`src/hw/ucs_params.svh`:
```
`ifndef UCS_PARAMS_SVH
`define UCS_PARAMS_SVH

// ----------------------------------------
// Register byte offsets
// ----------------------------------------
`define UCS_CSR_OFF 8'hf8
`define UCS_DATA_OFF 8'h00
`define UCS_FRAME_OFF 8'h04
`define UCS_IST_OFF 8'h08
`define UCS_IMSK_OFF 8'h0c

// ----------------------------------------
// Control/status fields and reset
// ----------------------------------------
`define UCS_MODE_BIT 7
`define UCS_RXON_BIT 6
`define UCS_SLAVE_BIT 5
`define UCS_FE_BIT 4
`define UCS_PE_BIT 3
`define UCS_RXB_BIT 2
`define UCS_TXB_BIT 1
`define UCS_ACT_BIT 0
`define UCS_CSR_RST 7'h00

// ----------------------------------------
// Frame format fields and reset
// ----------------------------------------
`define UCS_START_BIT 0
`define UCS_STOP_BIT 1
`define UCS_SPB_BIT 2
`define UCS_PAREN_BIT 3
`define UCS_ODD_BIT 5
`define UCS_FRAME_MASK 8'h2f
`define UCS_FRAME_RST 8'h02

// ----------------------------------------
// Interrupt status bits
// ----------------------------------------
`define UCS_IRQ_RX 0
`define UCS_IRQ_TX 1
`define UCS_IRQ_FE 2
`define UCS_IRQ_PE 3

// ----------------------------------------
// Timing
// ----------------------------------------
`define UCS_CLK_HZ 50000000
`define UCS_BAUD 115200
`define UCS_BIT_CYC (`UCS_CLK_HZ / `UCS_BAUD)

`endif

```
`src/hw/ucs_pkg.sv`:
```
package ucs_pkg;

`include "ucs_params.svh"

    // ----------------------------------------
    // Types
    // ----------------------------------------
    typedef logic [15:0] ucs_cnt_t;

    typedef struct packed {
        logic start_lvl;
        logic stop_lvl;
        logic two_stop;
        logic par_en;
        logic par_odd;
    } ucs_frame_s;

    typedef enum logic [2:0] {RX_IDLE, RX_START, RX_DATA, RX_PAR, RX_STOP1, RX_STOP2} ucs_rx_e;
    typedef enum logic [2:0] {TX_IDLE, TX_START, TX_DATA, TX_PAR, TX_STOP} ucs_tx_e;
    typedef enum logic [2:0] {REG_NONE, REG_CSR, REG_DATA, REG_FRAME, REG_IST, REG_IMSK} ucs_reg_e;

    typedef struct packed {
        logic s1;
        logic s2;
        logic s3;
        logic lvl;
    } ucs_sync_s;

    typedef struct packed {
        ucs_tx_e st;
        ucs_cnt_t cnt;
        logic [7:0] sh;
        logic [2:0] nbit;
        logic par;
        logic nstop;
        logic line;
        logic done;
    } ucs_tx_s;

    // ----------------------------------------
    // Functions
    // ----------------------------------------
    // Parity bit for a byte, even or odd
    function automatic logic ucs_parity(input logic [7:0] d, input logic odd);
        return (^d) ^ odd;
    endfunction

    // Frame format from its register image
    function automatic ucs_frame_s ucs_frame_of(input logic [7:0] r);
        return '{r[`UCS_START_BIT], r[`UCS_STOP_BIT], r[`UCS_SPB_BIT],
                 r[`UCS_PAREN_BIT], r[`UCS_ODD_BIT]};
    endfunction

    // Register select from an APB byte address
    function automatic ucs_reg_e ucs_decode(input logic [7:0] a);
        ucs_reg_e r;
        r = REG_NONE;
        if (a == `UCS_CSR_OFF) r = REG_CSR;
        if (a == `UCS_DATA_OFF) r = REG_DATA;
        if (a == `UCS_FRAME_OFF) r = REG_FRAME;
        if (a == `UCS_IST_OFF) r = REG_IST;
        if (a == `UCS_IMSK_OFF) r = REG_IMSK;
        return r;
    endfunction

endpackage

```
`src/hw/ucs_tx_if.sv`:
```
`timescale 1ns/1ps

interface ucs_tx_if;
    logic go;
    logic [7:0] data;
    ucs_pkg::ucs_frame_s cfg;
    logic busy;
    logic done;
    logic line;

    modport ctl (output go, data, cfg, input busy, done, line);
    modport eng (input go, data, cfg, output busy, done, line);
endinterface

```
`src/hw/ucs_pin_sync.sv`:
```
`timescale 1ns/1ps

module ucs_pin_sync #(
    parameter bit RST_LVL = 1'b1
) (
    input wire logic pclk,
    input wire logic presetn,
    input wire logic pin,
    output logic level
);
    ucs_pkg::ucs_sync_s q;
    ucs_pkg::ucs_sync_s n;

    // Three stages; a change counts once stages two and three agree
    always_comb
    begin
        n = q;
        n.s1 = pin;
        n.s2 = q.s1;
        n.s3 = q.s2;
        if (q.s2 == q.s3) n.lvl = q.s3;
    end

    always_ff @(posedge pclk or negedge presetn)
    begin
        if (!presetn) q <= {RST_LVL, RST_LVL, RST_LVL, RST_LVL};
        else q <= n;
    end

    assign level = q.lvl;
endmodule

```
`src/hw/ucs_tx.sv`:
```
`timescale 1ns/1ps
`include "ucs_params.svh"

module ucs_tx #(
    parameter int BIT_CYC = `UCS_BIT_CYC
) (
    input wire logic pclk,
    input wire logic presetn,
    ucs_tx_if.eng tx
);
    ucs_pkg::ucs_tx_s q;
    ucs_pkg::ucs_tx_s n;

    if (BIT_CYC < 4 || BIT_CYC > 65535)
    begin : g_chk
        $error("ucs_tx: BIT_CYC out of range");
    end

    // ----------------------------------------
    // Serialiser: start, data LSB first, parity, stops
    // ----------------------------------------
    always_comb
    begin
        n = q;
        n.done = 1'b0;
        if (q.cnt != 16'h0000) n.cnt = q.cnt - 16'h0001;
        unique case (q.st)
            ucs_pkg::TX_IDLE:
            begin
                n.line = ~tx.cfg.start_lvl;
                if (tx.go)
                begin
                    n.st = ucs_pkg::TX_START;
                    n.sh = tx.data;
                    n.par = ucs_pkg::ucs_parity(tx.data, tx.cfg.par_odd);
                    n.cnt = 16'(BIT_CYC - 1);
                    n.line = tx.cfg.start_lvl;
                end
            end
            ucs_pkg::TX_START:
                if (q.cnt == 16'h0000)
                begin
                    n.st = ucs_pkg::TX_DATA;
                    n.nbit = 3'h0;
                    n.line = q.sh[0];
                    n.cnt = 16'(BIT_CYC - 1);
                end
            ucs_pkg::TX_DATA:
                if (q.cnt == 16'h0000)
                begin
                    n.cnt = 16'(BIT_CYC - 1);
                    n.sh = {1'b0, q.sh[7:1]};
                    n.line = q.sh[1];
                    n.nbit = q.nbit + 3'h1;
                    if (q.nbit == 3'h7)
                    begin
                        n.st = tx.cfg.par_en ? ucs_pkg::TX_PAR : ucs_pkg::TX_STOP;
                        n.line = tx.cfg.par_en ? q.par : tx.cfg.stop_lvl;
                        n.nstop = tx.cfg.two_stop;
                    end
                end
            ucs_pkg::TX_PAR:
                if (q.cnt == 16'h0000)
                begin
                    n.cnt = 16'(BIT_CYC - 1);
                    n.st = ucs_pkg::TX_STOP;
                    n.line = tx.cfg.stop_lvl;
                end
            ucs_pkg::TX_STOP:
                if (q.cnt == 16'h0000)
                begin
                    n.cnt = 16'(BIT_CYC - 1);
                    n.nstop = 1'b0;
                    if (!q.nstop)
                    begin
                        n.st = ucs_pkg::TX_IDLE;
                        n.done = 1'b1;
                        n.line = ~tx.cfg.start_lvl;
                    end
                end
            default: n.st = ucs_pkg::TX_IDLE;
        endcase
    end

    always_ff @(posedge pclk or negedge presetn)
    begin
        if (!presetn)
        begin
            q <= '0;
            q.line <= 1'b1;
        end
        else q <= n;
    end

    assign tx.busy = q.st != ucs_pkg::TX_IDLE;
    assign tx.done = q.done;
    assign tx.line = q.line;
endmodule

```
`src/hw/ucs_top.sv`:
```
`timescale 1ns/1ps
`include "ucs_params.svh"

// Notes on behaviour
// - Bit 7 picks UART when 1, SPI when 0; bit 5 picks SPI slave.
// - Bit 6 enables reception only in UART mode (bit 7 set); while 0 no byte is taken in.
// - Bit 4 sets when a received stop bit has the wrong level.
// - Byte flags rise on good first stop; bad second stop flags one bit later.
// - Bit 3 sets when a received byte fails its parity check.
// - Bit 2 sets when a received byte is ready for reading.
// - Bit 1 sets once the last written byte has been fully sent.
// - Bit 0 is read-only, high while transmitting or receiving.
// - Parity is checked only while parity checking is enabled.
module ucs_top #(
    parameter int BIT_CYC = `UCS_BIT_CYC
) (
    input wire logic pclk,
    input wire logic presetn,
    input wire logic psel,
    input wire logic penable,
    input wire logic pwrite,
    input wire logic [7:0] paddr,
    input wire logic [31:0] pwdata,
    output logic pready,
    output logic [31:0] prdata,
    output logic pslverr,
    input wire logic rxd,
    output logic txd,
    output logic spi_mode,
    output logic spi_slave,
    output logic irq
);
    if (BIT_CYC < 4 || BIT_CYC > 65535)
    begin : g_chk
        $error("ucs_top: BIT_CYC out of range");
    end

    // ----------------------------------------
    // State
    // ----------------------------------------
    typedef struct packed {
        logic [7:1] csr;
        logic [7:0] frame;
        logic [3:0] ist;
        logic [3:0] imsk;
        logic [7:0] rxbuf;
        logic [31:0] rdata;
        logic slverr;
        logic tx_go;
        logic [7:0] tx_data;
        ucs_pkg::ucs_rx_e rx_st;
        ucs_pkg::ucs_cnt_t rx_cnt;
        logic [7:0] rx_sh;
        logic [2:0] rx_nbit;
        logic rx_pbad;
        ucs_pkg::ucs_cnt_t since;
    } ucs_top_s;

    ucs_top_s q;
    ucs_top_s n;
    ucs_pkg::ucs_frame_s fc;
    ucs_pkg::ucs_reg_e sel;
    logic line;
    logic rx_en;
    logic rx_busy;
    logic busy;
    logic tick;
    logic setup;
    logic access;
    logic ev_byte;
    logic ev_fe;
    logic ev_pe;
    logic [7:0] rd;

    ucs_tx_if txi();

    // ----------------------------------------
    // Receive pin and transmitter
    // ----------------------------------------
    ucs_pin_sync #(
        .RST_LVL(1'b1)
    ) u_sync (
        .pclk(pclk),
        .presetn(presetn),
        .pin(rxd),
        .level(line)
    );

    ucs_tx #(
        .BIT_CYC(BIT_CYC)
    ) u_tx (
        .pclk(pclk),
        .presetn(presetn),
        .tx(txi.eng)
    );

    // Transmitter request and format from registers
    assign txi.go = q.tx_go;
    assign txi.data = q.tx_data;
    assign txi.cfg = fc;

    // Decoded controls
    assign fc = ucs_pkg::ucs_frame_of(q.frame);
    assign rx_en = q.csr[`UCS_RXON_BIT] & q.csr[`UCS_MODE_BIT];
    assign rx_busy = q.rx_st != ucs_pkg::RX_IDLE;
    assign busy = rx_busy | txi.busy;
    assign tick = q.rx_cnt == 16'h0000;
    assign setup = psel & ~penable;
    assign access = psel & penable;
    assign sel = ucs_pkg::ucs_decode(paddr);

    // ----------------------------------------
    // Next state
    // ----------------------------------------
    always_comb
    begin
        n = q;
        ev_byte = 1'b0;
        ev_fe = 1'b0;
        ev_pe = 1'b0;
        rd = 8'h00;
        n.tx_go = 1'b0;
        if (q.since != 16'hffff) n.since = q.since + 16'h0001;
        if (q.rx_cnt != 16'h0000) n.rx_cnt = q.rx_cnt - 16'h0001;

        // Receiver, sampling each bit at its middle
        if (!rx_en) n.rx_st = ucs_pkg::RX_IDLE;
        else unique case (q.rx_st)
            ucs_pkg::RX_IDLE:
                if (line == fc.start_lvl)
                begin
                    n.rx_st = ucs_pkg::RX_START;
                    n.rx_cnt = 16'(BIT_CYC / 2 - 1);
                end
            ucs_pkg::RX_START:
                if (tick)
                begin
                    n.rx_cnt = 16'(BIT_CYC - 1);
                    n.rx_nbit = 3'h0;
                    n.rx_pbad = 1'b0;
                    n.rx_st = (line == fc.start_lvl) ? ucs_pkg::RX_DATA : ucs_pkg::RX_IDLE;
                end
            ucs_pkg::RX_DATA:
                if (tick)
                begin
                    n.rx_cnt = 16'(BIT_CYC - 1);
                    n.rx_sh = {line, q.rx_sh[7:1]};
                    n.rx_nbit = q.rx_nbit + 3'h1;
                    if (q.rx_nbit == 3'h7)
                        n.rx_st = fc.par_en ? ucs_pkg::RX_PAR : ucs_pkg::RX_STOP1;
                end
            ucs_pkg::RX_PAR:
                if (tick)
                begin
                    n.rx_cnt = 16'(BIT_CYC - 1);
                    n.rx_pbad = line != ucs_pkg::ucs_parity(q.rx_sh, fc.par_odd);
                    n.rx_st = ucs_pkg::RX_STOP1;
                end
            ucs_pkg::RX_STOP1:
                if (tick)
                begin
                    n.rx_cnt = 16'(BIT_CYC - 1);
                    n.rx_st = ucs_pkg::RX_IDLE;
                    n.rxbuf = q.rx_sh;
                    ev_pe = q.rx_pbad & fc.par_en;
                    if (line == fc.stop_lvl)
                    begin
                        ev_byte = 1'b1;
                        if (fc.two_stop) n.rx_st = ucs_pkg::RX_STOP2;
                    end
                    else ev_fe = 1'b1;
                end
            ucs_pkg::RX_STOP2:
                if (tick)
                begin
                    n.rx_st = ucs_pkg::RX_IDLE;
                    ev_fe = line != fc.stop_lvl;
                end
            default: n.rx_st = ucs_pkg::RX_IDLE;
        endcase
        if (ev_byte) n.since = 16'h0000;

        // Read mux, captured in the setup cycle
        unique case (sel)
            ucs_pkg::REG_CSR: rd = {q.csr, busy};
            ucs_pkg::REG_DATA: rd = q.rxbuf;
            ucs_pkg::REG_FRAME: rd = q.frame;
            ucs_pkg::REG_IST: rd = {4'h0, q.ist};
            ucs_pkg::REG_IMSK: rd = {4'h0, q.imsk};
            ucs_pkg::REG_NONE: rd = 8'h00;
            default: rd = 8'h00;
        endcase
        if (setup)
        begin
            n.rdata = {24'h00_0000, rd};
            n.slverr = sel == ucs_pkg::REG_NONE;
        end

        // Register writes at the access edge
        if (access && pwrite)
        begin
            unique case (sel)
                ucs_pkg::REG_CSR:
                begin
                    n.csr[7:5] = pwdata[7:5];
                    n.csr[`UCS_FE_BIT:`UCS_TXB_BIT] =
                        q.csr[`UCS_FE_BIT:`UCS_TXB_BIT] & pwdata[4:1];
                end
                ucs_pkg::REG_DATA:
                    if (q.csr[`UCS_MODE_BIT] && !txi.busy && !q.tx_go)
                    begin
                        n.tx_go = 1'b1;
                        n.tx_data = pwdata[7:0];
                    end
                ucs_pkg::REG_FRAME: n.frame = pwdata[7:0] & `UCS_FRAME_MASK;
                ucs_pkg::REG_IST: n.ist = q.ist & ~pwdata[3:0];
                ucs_pkg::REG_IMSK: n.imsk = pwdata[3:0];
                ucs_pkg::REG_NONE: n.slverr = q.slverr;
                default: n.slverr = q.slverr;
            endcase
        end

        // Hardware events set flags; setting wins over a clear
        n.csr[`UCS_FE_BIT] = n.csr[`UCS_FE_BIT] | ev_fe;
        n.csr[`UCS_PE_BIT] = n.csr[`UCS_PE_BIT] | ev_pe;
        n.csr[`UCS_RXB_BIT] = n.csr[`UCS_RXB_BIT] | ev_byte;
        n.csr[`UCS_TXB_BIT] = n.csr[`UCS_TXB_BIT] | txi.done;
        n.ist[`UCS_IRQ_RX] = n.ist[`UCS_IRQ_RX] | ev_byte;
        n.ist[`UCS_IRQ_TX] = n.ist[`UCS_IRQ_TX] | txi.done;
        n.ist[`UCS_IRQ_FE] = n.ist[`UCS_IRQ_FE] | ev_fe;
        n.ist[`UCS_IRQ_PE] = n.ist[`UCS_IRQ_PE] | ev_pe;
    end

    // ----------------------------------------
    // Registers
    // ----------------------------------------
    always_ff @(posedge pclk or negedge presetn)
    begin
        if (!presetn)
        begin
            q <= '0;
            q.csr <= `UCS_CSR_RST;
            q.frame <= `UCS_FRAME_RST;
        end
        else q <= n;
    end

    // ----------------------------------------
    // Outputs
    // ----------------------------------------
    assign pready = 1'b1;
    assign prdata = q.rdata;
    assign pslverr = q.slverr & access;
    assign txd = txi.line;
    assign spi_mode = ~q.csr[`UCS_MODE_BIT];
    assign spi_slave = ~q.csr[`UCS_MODE_BIT] & q.csr[`UCS_SLAVE_BIT];
    assign irq = |(q.ist & q.imsk);
endmodule

```
`config.mk`:
```
export PLATFORM = sky130hd
export DESIGN_NAME = ucs_top
export DESIGN_NICKNAME = d
export VERILOG_FILES = /design/src/hw/ucs_pkg.sv /design/src/hw/ucs_tx_if.sv /design/src/hw/ucs_pin_sync.sv /design/src/hw/ucs_tx.sv /design/src/hw/ucs_top.sv
export VERILOG_INCLUDE_DIRS = /design/src /design/src/hw
export SDC_FILE = /design/constraint.sdc
export NUM_CORES = 1
export LEC_CHECK = 0
export ABC_AREA = 1
export BUFFER_PORTS_ARGS = -buffer_cell sky130_fd_sc_hd__buf_2
export CAP_MARGIN = 10
export CORE_MARGIN = 2
export CORE_UTILIZATION = 61
export CTS_BUF_LIST = sky130_fd_sc_hd__clkbuf_4
export CTS_CLUSTER_SIZE = 8
export DETAILED_ROUTE_END_ITERATION = 8
export PLACE_DENSITY = 0.83
export SLEW_MARGIN = 40
export SYNTH_ARGS = -nofsm -noshare
export SYNTH_HDL_FRONTEND = slang
export SYNTH_HIERARCHICAL = 1
export SYNTH_SLANG_ARGS = --single-unit
```
`constraint.sdc`:
```
create_clock -name pclk -period 1.9 [get_ports pclk]
set_input_delay 0.095 -clock pclk [delete_from_list [all_inputs] [get_ports pclk]]
set_output_delay 0.095 -clock pclk [all_outputs]
set_load 0.03 [all_outputs]
```
# [Yosys cells after proc, flatten, opt, wreduce, memory -nomap -nowiden]
# Cells that the tools add are included.
[word_totals] regBits=115 output_inout_bits=38 word_cells=211
[classes] add_sub_neg=4 n_eq_ne=43 mux=73 n_bitwise=24 reduce_logical=40
[ops] op="16-bit case mux with 5 select lines" n=2
[ops] op="19-bit two-way mux" n=7
[ops] op="30-bit two-way mux" n=2
[ops] op="3-bit two-way mux" n=14
[ops] op="8-bit case mux with 5 select lines" n=1
[ops] op="16-bit zero test" n=2
[ops] op="16-bit two-way mux" n=2
[ops] op="16-bit nonzero test" n=2
[ops] op="16-bit by 1-bit subtractor with 16-bit output (second input constant)" n=2
[ops] op="28-bit two-way mux" n=1
[ops] op="27-bit two-way mux" n=1
[ops] op="3-bit equality test (second input constant)" n=7
[ops] op="3-bit != test (second input constant)" n=7
[ops] op="1-bit two-way mux" n=20
[ops] op="20-bit two-way mux" n=1
[ops] op="3-bit by 2-bit equality test with 1-bit output (second input constant)" n=6
[ops] op="9-bit two-way mux" n=2
[ops] op="3-bit case mux with 6 select lines" n=1
[ops] op="8-bit by 4-bit equality test with 1-bit output (second input constant)" n=2
[ops] op="4-bit two-way mux" n=4
[ops] op="8-bit case mux with 2 select lines" n=1
[ops] op="8-bit XOR reduction" n=2
[ops] op="3-bit case mux with 5 select lines" n=1
[ops] op="3-bit AND reduction" n=5
[ops] op="other kinds (34)" n=89

# [Depth between registers and ports, before layout]
# Gate-level depths: netlist (run 1).
[logic_depth] word_depth=10 ltp_mapped=12 depth_no_buf=12

# [Hierarchy]
# The synthesis (run 1) kept the hierarchy.
[modules_own_cells] module="ucs_top" instances=1 cells_each=532 area_per_inst_um2=4350.4
[modules_own_cells] module="ucs_tx" instances=1 cells_each=304 area_per_inst_um2=2212.1
[modules_own_cells] module="ucs_pin_sync" instances=1 cells_each=8 area_per_inst_um2=121.4

# [Worst setup path before layout (run 1)]
# No wires, ideal clock.
[synth_timing] path_kind="flip-flop to flip-flop" from="register q[28] in the netlist's numbering" to="register q[28] in the netlist's numbering" setup_ps=129 arrival_ps=1469 required_ps=1771 slack_ps=302 path_stages_with_launch=10 n_path_buf=1 period_less_slack_ps=1598 path_cell_list="dfrtp_1 -> inv_1 -> ha_1 -> nand2_1 -> nor2_4 -> nand2_4 -> buf_8 -> ha_1 -> o21ai_0 -> o21ai_0"
[synth_rtl] item="start, declared" line="ucs_top.sv:59" rtl="ucs_top_s q;"
[synth_rtl] item="start signal, assigned" line="ucs_top.sv:245" rtl="else q <= n;"

# [Final worst setup path (run 1)]
[layout_timing] from="register q[28] in the netlist's numbering" to="register q[89] in the netlist's numbering"
[layout_via] elab_chain_len=2
[layout_rtl] item="16-bit zero test" line="ucs_top.sv:107" rtl="assign tick = q.rx_cnt == 16'h0000;"
[layout_rtl] item="3-bit AND reduction (no line)"
# Every way passes these cells.
# A chain may end at the register's enable or synchronous reset.

==> results of run 1 <==
power groups by stage:
stage               logic, µW  registers [µW]  clock network (µW)
floorplan                1430            3120                   0
global placement         1690            3200                   0
detailed placement       1740            3200                   0
CTS                      1800            3160                1640
global route             2130            3210                1770
finish                   1880            3160                1610
cell usage after synthesis, drive strengths merged:
| cell | count | area share, % |
|---|---|---|
| a211o | 1 | 0.13 |
| a211oi | 1 | 0.11 |
| a21boi | 2 | 0.22 |
| a21oi | 13 | 0.97 |
| a22o | 4 | 0.54 |
| buf | 40 | 4.7 |
| clkinv | 1 | 0.056 |
| conb | 2 | 0.11 |
| dfrtp | 109 | 41 |
| dfstp | 6 | 2.4 |
| ha | 9 | 1.7 |
| inv | 98 | 5.5 |
| mux2 | 1 | 0.22 |
| nand2 | 266 | 16 |
| nand3 | 43 | 3.6 |
| nand3b | 3 | 0.34 |
| nand4 | 16 | 1.5 |
| nor2 | 91 | 6.8 |
| nor3 | 19 | 1.6 |
| nor4 | 4 | 0.47 |
| o211ai | 9 | 1.5 |
| o21a | 1 | 0.22 |
| o21ai | 72 | 6.5 |
| o221ai | 1 | 0.13 |
| o22ai | 2 | 0.19 |
| o31ai | 3 | 0.34 |
| o32ai | 1 | 0.13 |
| o41ai | 2 | 0.26 |
| or2 | 2 | 0.19 |
| xnor2 | 10 | 1.3 |
| xor2 | 12 | 1.6 |
logic make-up after synthesis:
group / share of synthesized area (%)
other: 0.112
AND/OR/NAND/NOR: 30.4
flip-flops: 43.2
adder cells (fa/ha/maj): 1.68
AO/OA/AOI/OAI: 11.2
multiplexers: 0.225
buffers and inverters: 10.3
XOR/XNOR: 2.88
flip-flops by register name, summed over array words and instances (netlist names), 2 cells and up:
name,count
q,55
u_tx/q,32
prdata,8
txi.data,8
fc,5
u_sync/n,2
cell type report:
cell class / count / area (µm²)
multi-input combinational: 613 / 3220
sequential: 115 / 2890
tap: 140 / 175
inverter: 99 / 374
fill: 914 / 3350
clock buffer: 17 / 128
clock inverter: 15 / 116
timing repair buffer: 67 / 495
routing by layer:
layer	track usage (%)	share of wire (%)	vias up	wire length, µm
li1	-	-	2810	-
met3	7.71	6.9	27	1010
met1	37.4	45	2626	6600
met4	10.1	2.2	0	331
met5	0	0	-	0
met2	41.1	46	196	6780
critical path: stages (launching register included):
cell     delay (ps)
dfrtp_1         390
inv_1           160
ha_4            190
nand2_1          90
nor2_4          130
nand2_4         130
nor2_8          190
nand2_4         110
mux2_4          300
what timing repair did:
action,in CTS,in global routing
hold buffers,15,0
setup endpoints to repair,0,34
resized for setup,0,5
hold endpoints to repair,152,0
buffers inserted,0,1
per-stage QoR:
step	setup TNS, ps	cell area, µm²	cells	power [µW]	setup WS (ps)
finish	0	7390	1066	6640	122
global route	-21.5	7390	1066	7100	-12.4
CTS	0	7370	1065	6600	26.2
detailed placement	0	6970	1018	4950	94.8
global placement	0	6970	1018	4880	140
floorplan	0	6770	867	4550	302
worst min path at each step:
stage              from  cells past startpoint         end  slack [ps]
6_report       paddr[1]                      5       q[56]          40
5_1_grt        paddr[1]                      5       q[56]          20
4_1_cts        paddr[1]                      5       q[56]          10
3_5_place_dp    presetn                      2  u_tx/q[12]         160
3_3_place_gp    presetn                      2  u_tx/q[12]         150
2_1_floorplan   presetn                      0       fc[0]        -200
==> flow_metrics.tcl, run 1 <==
set metrics [dict create \
    ys_ff_latch 115 \
    setup_viol 0 \
    gp_congestion 0.964 \
    period_share_pct 93.6 \
    drive_gt1_share_pct 19.3 \
    rows 38 \
    clk_path_buf_depth 2 \
    fin_nets 968 \
    first_iter_violations 491 \
    peakVddDrop_mv 0.710 \
    period_needed_ps 1780 \
    start_util_pct 62.2 \
    grt_use_total_pct 27.1 \
    num_vias 5659 \
    fmax_ghz 0.562 \
    end_kind "flop" \
    clock-sinks 115 \
    clk_latency_ps 550 \
    skew_ps 17.6 \
    powerDensity_nw_per_um2 898 \
    grt_pass1_wl_mm 24.7 \
    io_pins 84 \
    p_sw_uw 2510 \
    maxCapViolations 0 \
    r2r_end "q[89]" \
    required_ps 2350 \
    cts_root_buf "clkbuf_4" \
    hpwl_mm 10.7 \
    grt_remaining_overflow 0 \
    dieArea_um2 11800 \
    pwr-share-clk_pct 24.2 \
    hold_class "primary input to flop" \
    syn_avg_cell_area_um2 7.92 \
    post_synth_num_cell_types 49 \
    antenna_found_initial 0 \
    p_leak_uw 0.00373 \
    coreArea_um2 10700 \
    crit_fanout 10 \
    areaGrowthSynthToFinish_pct 10.6 \
    syn_area_um2 6680 \
    post-route-util_pct 68.8 \
    grt_pass1_vias 5331 \
    r2r_cells 8 \
    cts_buffers 17 \
    crit_path_end "q[89]" \
    final_common_cell "nand2_1" \
    grt_max_degree 87 \
    port_buffers 34 \
    start_kind "flop" \
    diodes 0 \
    ff2ff_setup_slack_ps 120 \
    seq_area_frac_synth_pct 43.2 \
    r2r-start "q[28]" \
    setup.worst_path.class "flop to flop" \
    yosysWarnings 6 \
    final_cell_mix "nand2_1 (248), dfrtp_1 (109), inv_1 (85)" \
    p_comb_share_pct 28.2 \
    vias_per_cell 5.31 \
    clk_pin_slew_ps 120 \
    wl_per_cell_um 13.8 \
    outcome "finished clean" \
    timing.hold.ws_ps 40.5 \
    routed_wl_mm 14.7 \
    drc 0 \
    cp.arrival_ps 2230 \
    finalHoldViolations 0 \
    crit_path_start "q[28]" \
    drtAntennaViolNets 0 \
    die_width_um 109 \
    swShare_pct 37.7 \
    die_height_um 109 \
    slew_viol_final 0 \
    cts_max_level 4 \
    synthCells 844 \
    seqPwrFrac_pct 47.6 \
    intPower_uw 4140 \
    cts_tree "built" \
    firstDrtPassIters 5 \
]
Note: power is estimated with default switching activity, not from simulation.
==> inputs of run 2 (changes only) <==
Settings changed: GPL_ROUTABILITY_DRIVEN set to 1, GPL_TIMING_DRIVEN set to 0.
==> flow_metrics.tcl, run 2 (synthesis results as in run 1) <==
set metrics [dict create \
    grt_remaining_overflow 0 \
    slew_headroom_pct 66.2 \
    vias_per_cell 5.18 \
    ff2ff_setup_slack_ps 110 \
    p_comb_share_pct 26.9 \
    antenna_found_initial 0 \
    period_needed_ps 1790 \
    p_leak_uw 0.00388 \
    intPower_uw 4310 \
    hold_class "primary input to async pin" \
    num_vias 5652 \
    slew_viol_final 0 \
    peakVddDrop_mv 0.719 \
    first_iter_violations 381 \
    io_pins 84 \
    regMostFlops "q" \
    wl_per_cell_um 13.6 \
    routed_wl_mm 14.9 \
    grt_pass1_wl_mm 24.7 \
    coreArea_um2 10700 \
    port_buffers 34 \
    diodes 0 \
    fmax_ghz 0.560 \
    gr-usage-met2_pct 41.3 \
    end_kind "flop" \
    swShare_pct 35.5 \
    start_util_pct 62.2 \
    dieArea_um2 11800 \
    cts_buffers 17 \
    grtUsageMet3_pct 6.34 \
    finalHoldViolations 0 \
    powerDensity_nw_per_um2 875 \
    grt.busiest_layer "met2" \
    period_share_pct 94.0 \
    setup.worst_path.class "flop to flop" \
    crit_fanout 10 \
    final_common_cell "nand2_1" \
    skew_ps 18.9 \
    pwr-share-clk_pct 25.9 \
    drtAntennaViolNets 0 \
    cp.arrival_ps 2210 \
    power_uw 6680 \
    required_ps 2330 \
    final_cells 1092 \
    largest_reg_flops 55 \
    final_cell_mix "nand2_1 (248), dfrtp_1 (108), inv_1 (85)" \
    die_width_um 109 \
    p_sw_uw 2380 \
    clock-sinks 115 \
    grt_pass1_vias 5177 \
    die_height_um 109 \
    dp_slack_ps 32.1 \
    fin_nets 994 \
    outcome "finished clean" \
    setup_ws_ps 115 \
    dp_cells 1042 \
    grt.met1_usage_pct 38.0 \
    clk_latency_ps 540 \
    gp_congestion 0.973 \
    timing.hold.ws_ps 42.9 \
    start_kind "flop" \
    setup_viol 0 \
    finalSetupTns_ps 0 \
    areaGrowthSynthToFinish_pct 14.2 \
    nFillCells 896 \
    cts_tree "built" \
    rows 38 \
    hpwl_mm 10.9 \
    drc 0 \
    grt_use_total_pct 27.3 \
    clk_path_buf_depth 2 \
    cts_root_buf "clkbuf_4" \
    largestRegisters "q (55), u_tx/q (32)" \
    maxCapViolations 0 \
    clk_pin_slew_ps 110 \
    cts_max_level 4 \
    firstDrtPassIters 6 \
    worst_pin_slew_ps 503 \
    drive_gt1_share_pct 21.6 \
    grt_max_degree 67 \
    seqPwrFrac_pct 47.2 \
]
run 2: changes by cell type in the layout (fill, tap and decap cells not counted), sizes merged:
cell	previous run	this run
inv	100	98
dlygate4sd3	15	16
clkbuf	17	21
clkinv	11	8
buf	52	77
bufinv	1	2
run 2: timing repair:
action                                 in CTS  in global routing
pin swaps                                   0                  1
setup buffers                               0                  2
cloned                                      0                  0
setup endpoints to repair                   1                 26
endpoints found under the hold margin     150                  0
hold buffers                               16                  0
resized for setup                           1                  8
run 2: layout make-up:
class / instances / area, µm² / share of cell area [%]
Multi-Input combinational cell: 613 / 3230 / 42.3
Sequential cell: 115 / 2890 / 37.8
Clock inverter: 11 / 114 / 1.49
Inverter: 99 / 377 / 4.93
Buffer: 40 / 312 / 4.08
Clock buffer: 21 / 158 / 2.07
Tap cell: 140 / 175 / 2.30
Timing Repair Buffer: 53 / 383 / 5.02
run 2: metal layers:
metal  up-vias  share of wire [%]
met2       161                 47
met3        27                4.9
li1       2862                  -
met5         -                  0
met1      2602                 46
met4         0                2.1
run 2: worst paths after layout:
| kind | end | cells after the start | from |
|---|---|---|---|
| setup / recovery | u_tx/q[10] | 10 | u_tx/q[15] |
| hold reg to reg | u_sync/n[1] | 0 | u_sync/n[2] |
| hold / removal | q[115] | 2 | presetn |
| max in group asynchronous | fc[3] | 3 | presetn |
| setup reg to reg | u_tx/q[10] | 10 | u_tx/q[15] |
| min in group pclk | prdata[3] | 6 | psel |
run 2: worst max-delay path: stages, from the launching register on:
cell and delay [ps]:
dfrtp_1 410, inv_1 80, ha_1 200, nand2_2 150, nor2_4 170, nand2_4 130, nor2_8 180, nor2_4 80
buf_6 160, nand2_1 70, o21ai_2 50
run 2: power groups by stage:
stage / combinational (µW) / sequential, µW / clock, µW
2_1_floorplan: 1430 / 3120 / 0
6_report: 1800 / 3150 / 1730
5_1_grt: 2070 / 3210 / 1900
4_1_cts: 1790 / 3150 / 1780
3_5_place_dp: 1760 / 3190 / 0
3_3_place_gp: 1690 / 3190 / 0
run 2: metrics by stage:
step / util [%] / cell area (µm²)
global placement: 66.2 / 7120
floorplan: - / 6770
detailed placement: 66.6 / 7150
global route: 71.0 / 7630
CTS: 70.6 / 7590
finish: 71.0 / 7630
==> inputs of run 3 (changes only) <==
Settings changed: RECOVER_POWER set to 100.
==> flow_metrics.tcl, run 3 (synthesis results as in run 1) <==
set metrics [dict create \
    min_path_cells 5 \
    grt_remaining_overflow 0 \
    maxCapViolations 0 \
    antenna_found_initial 0 \
    fin_nets 994 \
    wl_per_cell_um 13.7 \
    final_common_cell "nand2_1" \
    post-route-util_pct 70.5 \
    r2r_end "u_tx/q[6]" \
    hold_class "primary input to flop" \
    vias_per_cell 5.19 \
    required_ps 2340 \
    cp.arrival_ps 2230 \
    worst_path_most_repeated_cell "nand2_2" \
    largest_reg_flops 55 \
    grt_max_degree 67 \
    drtAntennaViolNets 0 \
    start_kind "flop" \
    die_width_um 109 \
    drive_gt1_share_pct 19.6 \
    gp_congestion 0.973 \
    firstDrtPassIters 5 \
    first_iter_violations 363 \
    finalHoldViolations 0 \
    crit_fanout 8 \
    cts_tree "built" \
    p_leak_uw 0.00382 \
    cts_root_buf "clkbuf_4" \
    clk_latency_ps 540 \
    hpwl_mm 10.9 \
    end_kind "flop" \
    rows 38 \
    num_vias 5672 \
    grt_pass1_wl_mm 24.7 \
    r2r_cells 8 \
    port_buffers 34 \
    routed_wl_mm 14.9 \
    powerDensity_nw_per_um2 881 \
    io_pins 84 \
    hold_end "q[56]" \
    start_util_pct 62.2 \
    grt_pass1_vias 5177 \
    final_cell_mix "nand2_1 (249), dfrtp_1 (108), inv_1 (85)" \
    hp-start "paddr[2]" \
    cts_max_level 4 \
    dp_slack_ps 32.1 \
    clock-sinks 115 \
    setup.worst_path.class "flop to flop" \
    worst_pin_slew_ps 1190 \
    peakVddDrop_mv 0.719 \
    ff2ff_setup_slack_ps 110 \
    cts_buffers 17 \
    setup_viol 0 \
    period_share_pct 94.2 \
    clk_path_buf_depth 2 \
    coreArea_um2 10700 \
    r2r-start "u_tx/q[15]" \
    drc 0 \
    clk_pin_slew_ps 110 \
    cp_slowest_cell "dfrtp_1" \
    regMostFlops "q" \
    dieArea_um2 11800 \
    die_height_um 109 \
    fmax_ghz 0.559 \
    largestRegisters "q (55), u_tx/q (32)" \
    slew_viol_final 0 \
    skew_ps 18.2 \
    diodes 0 \
    crit_path_cell_trace "inv_1, ha_1, nand2_2, nor2_2, nand2_2, inv_4, o21ai_1, a22o_2" \
    period_needed_ps 1790 \
    areaGrowthSynthToFinish_pct 13.3 \
    outcome "finished clean" \
    timing.hold.ws_ps 64.9 \
    slowest_delay_ps 410 \
    grt_use_total_pct 27.3 \
    slew_headroom_pct 20.6 \
    setup_ws_ps 110 \
]
run 3: routing by layer:
metal | vias to the layer above | wire [µm] | global-route usage, %
met3 | 32 | 682 | 6.34
met1 | 2617 | 6900 | 38.0
met4 | 0 | 335 | 11.4
met2 | 160 | 7000 | 41.3
li1 | 2863 | - | -
met5 | - | 0 | 0
run 3: area by class of cell:
class	count	area [µm²]
buffer	40	312
clock buffer	21	158
clock inverter	11	114
fill	906	3170
inverter	99	377
multi-input combinational	613	3210
sequential	115	2890
tap	140	175
timing repair buffer	53	340
run 3: power breakdown:
group | switching [µW] | internal, µW
sequential | 349 | 2800
combinational | 1120 | 670
clock | 907 | 824
total | 2380 | 4300
run 3: repair_timing:
action | CTS | global route
hold buffers | 16 | 0
setup endpoints to repair | 1 | 26
pin swaps | 0 | 1
endpoints found under the hold margin | 150 | 0
resized for setup | 1 | 8
setup buffers | 0 | 2
run 3: worst max path at each step:
stage / startpoint / end / slack [ps]
finish: u_tx/q[15] / u_tx/q[6] / 110
global route: u_tx/q[15] / u_tx/q[6] / -20
CTS: u_tx/q[15] / u_tx/q[10] / 30
detailed placement: u_tx/q[33] / txi.data[1] / 30
global placement: presetn / q[40] / -640
floorplan: q[28] / q[28] / 300
run 3: critical path: cells and delay by family (launching register included):
family | cells | cell delay [ps]
AOI/OAI and AO/OA | 2 | 350
adders and majority gates | 1 | 190
buffers and inverters | 2 | 220
and+or+nand+nor | 3 | 510
DFF | 1 | 410
run 3: through the flow:
| stage | total power (µW) | instances | cell area, µm² | TNS, ps |
|---|---|---|---|---|
| finish | 6670 | 1092 | 7570 | 0 |
| global route | 7160 | 1092 | 7570 | -34.8 |
| CTS | 6720 | 1090 | 7590 | 0 |
| detailed placement | 4950 | 1042 | 7150 | 0 |
| global placement | 4880 | 1041 | 7120 | -68390 |
| floorplan | 4550 | 867 | 6770 | 0 |
